`config.mk`:
```
export PLATFORM = sky130hd
export DESIGN_NAME = gps_port
export DESIGN_NICKNAME = d
export VERILOG_FILES = /design/src/gps_pkg.sv /design/src/gps_port.sv
export SDC_FILE = /design/constraint.sdc
export NUM_CORES = 1
export LEC_CHECK = 0
export BUFFER_PORTS_ARGS = -buffer_cell sky130_fd_sc_hd__buf_2
export CAP_MARGIN = 40
export CELL_PAD_IN_SITES_DETAIL_PLACEMENT = 0
export CELL_PAD_IN_SITES_GLOBAL_PLACEMENT = 2
export CORE_ASPECT_RATIO = 0.6
export CORE_MARGIN = 5
export CORE_UTILIZATION = 22
export CTS_BUF_LIST = sky130_fd_sc_hd__clkbuf_4
export CTS_CLUSTER_SIZE = 20
export DETAILED_ROUTE_END_ITERATION = 8
export PLACE_DENSITY = 0.84
export SETUP_SLACK_MARGIN = 0.05
export SYNTH_ARGS = -nofsm -noshare
export SYNTH_HDL_FRONTEND = slang
export SYNTH_SLANG_ARGS = --single-unit
```
`constraint.sdc`:
```
create_clock -name pclk -period 1.8 [get_ports pclk]
set_input_delay 0.36 -clock pclk [delete_from_list [all_inputs] [get_ports pclk]]
set_output_delay 0.36 -clock pclk [all_outputs]
set_load 0.03 [all_outputs]
```
`src/gps_pkg.sv`:
```
/*
  Package for the general-purpose pin port: register offsets, reset values,
  field positions and the per-pin alternate-function override bundle.
  Assumes a 32-bit APB register bus and a port no wider than 32 pins.
*/
package gps_pkg;

  // ==========================================================================
  // Register map (byte addresses)
  // ==========================================================================
  localparam logic [11:0] GPS_OFS_READBACK  = 12'h000;
  localparam logic [11:0] GPS_OFS_DIRECTION = 12'h004;
  localparam logic [11:0] GPS_OFS_OUT_LATCH = 12'h008;
  localparam logic [11:0] GPS_OFS_CONTROL   = 12'h00c;

  // ==========================================================================
  // Fields and reset values
  // ==========================================================================
  localparam int          GPS_CTRL_PUD_BIT  = 0;
  localparam logic [31:0] GPS_RST_DIRECTION = 32'h0000_0000;
  localparam logic [31:0] GPS_RST_OUT_LATCH = 32'h0000_0000;
  localparam logic        GPS_RST_PUD       = 1'b0;
  localparam int          GPS_DEF_WIDTH     = 8;

  // ==========================================================================
  // Override bundle driven by an alternate-function module, one per pin
  // ==========================================================================
  typedef struct packed {
    logic pullup_override_enable;
    logic pullup_override_value;
    logic direction_override_enable;
    logic direction_override_value;
    logic value_override_enable;
    logic value_override_value;
    logic toggle_override_enable;
    logic input_enable_override_enable;
    logic input_enable_override_value;
  } gps_override_s;

  // Drive to one pad
  typedef struct packed {
    logic out_value;
    logic out_enable;
    logic pullup_enable;
  } gps_pad_drive_s;

endpackage : gps_pkg

```
`src/gps_port.sv`:
```
/*
  One general-purpose pin port: direction and output latch registers,
  readback synchroniser, sleep clamp and alternate-function overrides,
  reached over APB.
  Assumes pad inputs already resolved to a clean level by the pad ring and
  override signals synchronous to pclk.
*/
// Chosen here: the APB interface to the registers and the address map.

// Summary of operation
// - Pin level readable regardless of direction
// - Latch on falling edge, register on rising
// - External edge visible after half to 1.5 periods
// - Software-driven value readable one clock later
// - Sleep clamp forces input to ground
// - External interrupt enable suppresses the clamp
// - Clamp edge may set interrupt flag on wake
// - Pull-up follows override or dir/latch/disable 010 while the driver is off
// - Driver enable follows override or direction bit
// - Driven level is override value or latch
// - Toggle override inverts the output latch bit
// - Input enable follows override regardless of sleep
// - Alternate input tapped before the synchroniser
// - Strobes per port, clamp/disable shared, overrides per pin
// - Direction one is output; latch requests pull-up
// - Writing one to readback toggles the latch
// - Global pull-up disable kills every pull-up not under override
// - Reset gives tri-state inputs, pull-up off
module gps_port #(
  parameter int WIDTH = gps_pkg::GPS_DEF_WIDTH
) (
  // APB register bus
  input  wire  logic                          pclk,
  input  wire  logic                          presetn,
  input  wire  logic                          psel,
  input  wire  logic                          penable,
  input  wire  logic                          pwrite,
  input  wire  logic [11:0]                   paddr,
  input  wire  logic [31:0]                   pwdata,
  output logic                                pready,
  output logic [31:0]                         prdata,
  output logic                                pslverr,
  // Sleep controller, shared by all pins, and per-pin interrupt enables
  input  wire  logic                          sleep_clamp,
  input  wire  logic [WIDTH-1:0]              ext_int_enable,
  // Alternate-function overrides, one bundle per pin
  input  wire  gps_pkg::gps_override_s [WIDTH-1:0] override_in,
  // Pad side and the tap for alternate functions
  input  wire  logic [WIDTH-1:0]              pad_in,
  output logic [WIDTH-1:0]                    pad_out,
  output logic [WIDTH-1:0]                    pad_oe,
  output logic [WIDTH-1:0]                    pad_pullup,
  output logic [WIDTH-1:0]                    alt_function_digital_in,
  output logic                                global_pullup_disable
);

  // ==========================================================================
  // APB slave: one wait state, answer registered
  // ==========================================================================
  // Registering the answer costs a wait state but keeps pready and prdata
  // free of glitches from the address decode
  logic              pready_reg;
  logic              pready_next;
  logic [31:0]       prdata_reg;
  logic [31:0]       prdata_next;
  logic              pslverr_reg;
  logic              pslverr_next;
  logic              wr_fire;
  logic              rd_fire;
  logic              hit_readback;
  logic              hit_direction;
  logic              hit_latch;
  logic              hit_control;
  logic              mapped;

  // Strobes below are common to every pin slice of this port
  // Only the four aligned words decode; anything else answers pslverr
  always_comb
  begin
    hit_readback  = 1'b0;
    hit_direction = 1'b0;
    hit_latch     = 1'b0;
    hit_control   = 1'b0;
    case (paddr)
      gps_pkg::GPS_OFS_READBACK:
        hit_readback = 1'b1;
      gps_pkg::GPS_OFS_DIRECTION:
        hit_direction = 1'b1;
      gps_pkg::GPS_OFS_OUT_LATCH:
        hit_latch = 1'b1;
      gps_pkg::GPS_OFS_CONTROL:
        hit_control = 1'b1;
      default:
        hit_control = 1'b0;
    endcase
    mapped  = hit_readback | hit_direction | hit_latch | hit_control;
    // A write lands at the edge that also shows pready to the master
    wr_fire = psel & penable & pready_reg & pwrite & mapped;
    // Read data is captured one edge early so that it stands with pready
    rd_fire = psel & penable & ~pready_reg & ~pwrite;
  end

  logic [WIDTH-1:0]  direction_reg;
  logic [WIDTH-1:0]  direction_next;
  logic [WIDTH-1:0]  latch_reg;
  logic [WIDTH-1:0]  latch_next;
  logic              pud_reg;
  logic              pud_next;
  logic [WIDTH-1:0]  readback_reg;
  logic [WIDTH-1:0]  toggle_ov;

  always_comb
  begin
    pready_next  = psel & penable & ~pready_reg;
    pslverr_next = psel & penable & ~pready_reg & ~mapped;
    prdata_next  = prdata_reg;
    if (rd_fire)
    begin
      // Upper bits, and every unmapped offset, read as zero
      prdata_next = 32'h0000_0000;
      case (paddr)
        gps_pkg::GPS_OFS_READBACK:
          prdata_next[WIDTH-1:0] = readback_reg;
        gps_pkg::GPS_OFS_DIRECTION:
          prdata_next[WIDTH-1:0] = direction_reg;
        gps_pkg::GPS_OFS_OUT_LATCH:
          prdata_next[WIDTH-1:0] = latch_reg;
        gps_pkg::GPS_OFS_CONTROL:
          prdata_next[gps_pkg::GPS_CTRL_PUD_BIT] = pud_reg;
        default:
          prdata_next = 32'h0000_0000;
      endcase
    end
  end

  always_ff @(posedge pclk or negedge presetn)
  begin
    if (!presetn)
    begin
      pready_reg  <= 1'b0;
      prdata_reg  <= 32'h0000_0000;
      pslverr_reg <= 1'b0;
    end
    else
    begin
      pready_reg  <= pready_next;
      prdata_reg  <= prdata_next;
      pslverr_reg <= pslverr_next;
    end
  end

  // ==========================================================================
  // Write strobes
  // ==========================================================================
  // One strobe per register, shared by all pins of the port
  logic              wr_readback;
  logic              wr_direction;
  logic              wr_latch;
  logic              wr_control;

  always_comb
  begin
    wr_readback  = wr_fire & hit_readback;
    wr_direction = wr_fire & hit_direction;
    wr_latch     = wr_fire & hit_latch;
    wr_control   = wr_fire & hit_control;
  end

  // ==========================================================================
  // Port registers
  // ==========================================================================
  always_comb
  begin
    direction_next = direction_reg;
    pud_next       = pud_reg;
    latch_next     = latch_reg;
    if (wr_direction)
      direction_next = pwdata[WIDTH-1:0];
    if (wr_latch)
      latch_next = pwdata[WIDTH-1:0];
    if (wr_readback)
      latch_next = latch_reg ^ pwdata[WIDTH-1:0];
    // A toggle strobe beside a write flips the written value; neither is lost
    latch_next = latch_next ^ toggle_ov;
    if (wr_control)
      pud_next = pwdata[gps_pkg::GPS_CTRL_PUD_BIT];
  end

  // Reset needs no clock: every pin goes input, undriven, no pull-up
  // Control clears too, so pull-ups obey the latch bits from the start
  always_ff @(posedge pclk or negedge presetn)
  begin
    if (!presetn)
    begin
      direction_reg <= gps_pkg::GPS_RST_DIRECTION[WIDTH-1:0];
      latch_reg     <= gps_pkg::GPS_RST_OUT_LATCH[WIDTH-1:0];
      pud_reg       <= gps_pkg::GPS_RST_PUD;
    end
    else
    begin
      direction_reg <= direction_next;
      latch_reg     <= latch_next;
      pud_reg       <= pud_next;
    end
  end

  // ==========================================================================
  // Pin slices
  // ==========================================================================
  logic [WIDTH-1:0]  input_gated;
  logic [WIDTH-1:0]  sync_latch_reg;
  logic [WIDTH-1:0]  readback_next;
  gps_pkg::gps_pad_drive_s [WIDTH-1:0] drive;

  // Identical slice per pin, each with its own overrides
  for (genvar i = 0; i < WIDTH; i++)
  begin : g_pin
    logic input_enable;
    logic pull_normal;

    // Input side: enable, clamp and the tap for alternate functions
    always_comb
    begin
      // Interrupt-enabled pins keep their input alive in sleep
      if (override_in[i].input_enable_override_enable)
        input_enable = override_in[i].input_enable_override_value;
      else
        input_enable = ~(sleep_clamp & ~ext_int_enable[i]);
      // Clamp to ground; a high pin then rises again on wake
      input_gated[i] = input_enable & pad_in[i];
    end

    // Output side: toggle strobe, pull-up, driver enable and level
    always_comb
    begin
      toggle_ov[i] = override_in[i].toggle_override_enable;
      pull_normal = ({direction_reg[i], latch_reg[i], pud_reg} == 3'b010);
      if (override_in[i].pullup_override_enable)
        drive[i].pullup_enable = override_in[i].pullup_override_value;
      else
        drive[i].pullup_enable = pull_normal;
      if (override_in[i].direction_override_enable)
        drive[i].out_enable = override_in[i].direction_override_value;
      else
        drive[i].out_enable = direction_reg[i];
      // The value override only matters while the driver is on
      if (override_in[i].value_override_enable)
        drive[i].out_value = override_in[i].value_override_value;
      else
        drive[i].out_value = latch_reg[i];
      // A pull-up fighting its own driver only wastes current
      pad_out[i]    = drive[i].out_value & drive[i].out_enable;
      pad_oe[i]     = drive[i].out_enable;
      pad_pullup[i] = drive[i].pullup_enable & ~drive[i].out_enable;
    end
  end

  // ==========================================================================
  // Alternate-function tap
  // ==========================================================================
  // Alternate functions see the raw gated level; they sync it themselves
  always_comb
  begin
    alt_function_digital_in = input_gated;
    readback_next           = sync_latch_reg;
  end

  // ==========================================================================
  // Readback synchroniser
  // ==========================================================================
  // The falling-edge stage stands in for a latch open while the clock is
  // high; its value is the one the latch would hold when it closes.
  // Only readback_reg reads this stage, so a value caught near the edge
  // gets half a clock to settle before anything uses it.
  always_ff @(negedge pclk or negedge presetn)
  begin
    if (!presetn)
      sync_latch_reg <= '0;
    else
      sync_latch_reg <= input_gated;
  end

  // A write that drives the pin lands here one full clock later
  always_ff @(posedge pclk or negedge presetn)
  begin
    if (!presetn)
      readback_reg <= '0;
    else
      readback_reg <= readback_next;
  end

  // ==========================================================================
  // Outputs
  // ==========================================================================
  // Pad drive stays combinational so override and register changes reach
  // the pin in the same cycle; registering it would add a clock of skew.
  always_comb
  begin
    pready                = pready_reg;
    prdata                = prdata_reg;
    pslverr               = pslverr_reg;
    global_pullup_disable = pud_reg;
  end

endmodule : gps_port

```
Yosys cells after proc, flatten, opt, wreduce, memory -nomap -nowiden
Cells that the tools add are included.
{ "word_totals": {"reg_bits": 43, "input_bits": 138, "out_inout_bits": 67, "elab_cells": 135} }
{ "op_classes": {"reduce_logical": 1, "muxes": 40, "eq_ne": 11, "n_bitwise": 75} }
{ "ops": {"columns": ["operator", "count"], "rows": [
  ["1-bit bitwise AND", 43],
  ["1-bit two-way mux", 36],
  ["1-bit NOT", 27],
  ["12-bit by 4-bit equality test with 1-bit output (second input constant)", 2],
  ["3-bit by 2-bit equality test with 1-bit output (second input constant)", 8],
  ["7-bit one-hot mux with 3 select lines", 1],
  ["8-bit two-way mux", 2],
  ["8-bit bitwise XOR", 2],
  ["12-bit by 3-bit equality test with 1-bit output (second input constant)", 1],
  ["12-bit logical NOT", 1],
  ["1-bit one-hot mux with 4 select lines", 1],
  ["1-bit bitwise OR", 3]
]} }

Logic depth before layout (Yosys ltp)
{ "logic_depth": {"ltp_word": 10, "ltp_mapped": 6} }

==> results.md <==
- Min Clock Period, post-route: 1.902 ns
- Clock power share: 0.199
- Top Ports: 205
- DIE HEIGHT: 95.52 um
- Area of the multi-input gates: 1725 um2
- Worst setup margin: -0.1017 ns
- Worst-Skew Late Latency: 0.36 ns
- WL/cell: 15.75 um
- Total gr overflow: 0
- NetSw: 1.199 mW
- Core Box Area: 11990 um2
- Cell internal pwr: 2.010 mW
- GPL Wtd Cong: 0.8519
- Reg2Reg Depth: 5
- Final antenna-violating net count: 0
- First-pass GRT wire length: 15.16 mm
- Sequential cell area: 1089 um2
- Syn Inst Count: 277
- Comb power frac: 0.414
- Worst hold path type: primary input to flop
- Netlist Area Pre-Place: 2681 um2
- CP endpoint kind: primary output
- Cell variety after synth: 32
- Final Hold Viols: 0
- Peak Freq: 525.8 MHz
- Routed vias/inst: 4.401
- Crit path from: global_pullup_disable$_DFFE_PN0P_
- Post-detailed-routing wire length: 9.891 mm
- Seq/Total Area, Yosys: 0.4013
- Commonest non-fill, non-tap cell in the layout: buf_2
- DP Worst Slack: -0.1410 ns
- Nets: 599
- Max FO, Critical Path: 4
- Total die area: 14570 um2
- Sink Count: 43
- Count of final setup violators: 8
- Max Cap Viol: 0
- CTS Buffer Depth: 2
- Pwr dens: 732.2 nW/um2
- Fraction of layout cells with a size suffix above 1: 0.6147
- Yosys warns: 0
- Clk slew on worst S/H paths: 0.15 ns
- Switching share of power: 0.3737
- Most frequent cells in the layout: 140 x buf_2, 32 x buf_4, 25 x dfrtp_1
- Max Slew Vio Count: 0
- Routed vias: 2764
- CTS root buf: clkbuf_4
- IO buf count: 156
- Worst vdd ir: 233.3 uV
- Initial antenna violation count: 1
- H-tree depth: 2
- Required time worst endpoint: 1.44 ns
- DRC: 0
- Largest net degree at the start of global routing: 25
- Status: finished, violations left
- Global-route usage over all layers: 0.1314
- Detailed Routing Iterations Pass 1: 4
- Worst reg2reg startpoint: pready$_DFF_PN0_
- WS Path Type: flop to primary output
- Arr. time, crit path: 1.54 ns
- Die X: 152.5 um
- Nature of the critical path startpoint: flop
- RSZ-0062 raised after global routing: true
- Fillcell total: 1223
- Initial DRC count: 116
- Hold Path Origin: override_in[20]
- Post-DP HPWL: 7.777 mm
- CTS tree: done
- Cell Rows: 31
- Sequential Power Share: 0.387
- Vias in the first global route: 2906
- Hold depth: 2
- Failing checks: negative setup slack
- Synth-to-Final Area Change: 63.46%
- P_leak: 2.202 nW
- Worst clock skew: 0.02516 ns
- Seq cells post-synth: 43
- Syn_area_per_cell: 9.680 um2
- Final cycle utilization of the critical path: 1.056
- Initial Util: 0.2237
- Total Neg Setup Slack: -0.4627 ns
- CTS Buf Count: 5
cells in the mapped netlist, drive strengths merged:
master,count,area (um2)
a41oi,8,70.07
nor4,2,25.02
or3,2,12.51
clkbuf,9,33.78
mux4,1,22.52
nor2b,1,6.260
a31oi,8,50.05
and2,1,6.260
a21oi,16,80.08
and3b,1,8.760
mux2i,15,150.1
and4,2,17.52
conb,1,3.750
a211oi,1,12.51
a22o,7,61.31
nor4bb,1,10.01
inv,25,93.84
dfrtp,35,875.8
nand4,1,6.260
o21ai,24,120.1
mux2,17,221.5
nor2,18,67.56
nor3,1,5.000
nand3b,8,60.06
buf,29,207.7
dfrtn,8,200.2
nand2,10,37.54
xor2,8,70.07
nand3,1,5.000
nor4b,16,140.1
critical path, cell delays in order (launching register included):
cell,delay [ns]
dfrtp_2,0.47
buf_12,0.15
nor4b_4,0.23
a21oi_2,0.06
nor2_2,0.13
buf_6,0.14
path summary, 6_finish.rpt:
kind	to	slack (ns)
worst max register to register	direction_reg[6]$_DFFE_PN0P_	0.13
max in group asynchronous	readback_next[3]$_DFF_NN0_	0.28
min in group asynchronous	readback_reg[0]$_DFF_PN0_	0.44
worst min-delay path	latch_reg[2]$_DFF_PN0_	0.15
worst min register to register	pready$_DFF_PN0_	0.51
worst max-delay path	pad_pullup[5]	-0.10
kinds of logic (layout without fill, tap and decap cells):
family / Yosys count / count (layout) / synth area share
AO/OA/AOI/OAI: 64 / 64 / 0.1470
XOR/XNOR: 8 / 8 / 0.02613
flip-flops: 43 / 43 / 0.4013
AND/OR/NAND/NOR: 65 / 65 / 0.1521
other: 1 / 25 / 0.001399
multiplexers: 33 / 33 / 0.1470
buffers and inverters: 63 / 225 / 0.1251
routing by layer:
metal  track usage  up-vias  wire (um)
li1              -     1306          -
met1        0.1730     1315       4456
met2        0.2068      139       4340
met3       0.05624        4       1051
met4       0.02001        0         43
met5             0        -          0
power by group through the flow:
stage                     registers, mW  logic (mW)  clock network, mW
final                              1.24        1.33              0.639
after global routing               1.25        1.46              0.693
after CTS                          1.23        1.27              0.665
after detailed placement           1.25        1.11                  0
after global placement             1.25        1.10                  0
after floorplan                    1.20       0.760                  0
area by class of cell:
class                           instances  share of cell area
Multi-Input combinational cell        194              0.3937
Timing Repair Buffer                  192              0.2698
Clock inverter                          3            0.009991
Tap cell                              165             0.04710
Sequential cell                        43              0.2484
Inverter                               25             0.02198
Clock buffer                            5            0.008564
Antenna cell                            1           0.0005709
stage by stage:
stage	utilization	hold slack, ns	std cells	instance area (um2)	power (mW)
finish	0.3657	0.1545	628	4383	3.209
global route	0.3657	0.1456	628	4383	3.405
CTS	0.3566	0.1403	627	4274	3.165
detailed placement	0.3226	0.2753	606	3866	2.364
global placement	0.3226	0.2724	606	3866	2.349
floorplan	-	0.06441	300	2963	1.959
timing repair:
item	4_1_cts	5_1_grt
pin swaps	17	9
resized for setup	63	30
setup endpoints to repair	17	16
setup buffers	12	0
endpoints found under the hold margin	2	0
gates cloned	0	0
hold buffers	1	0
Power figures use the tool's default switching activity.
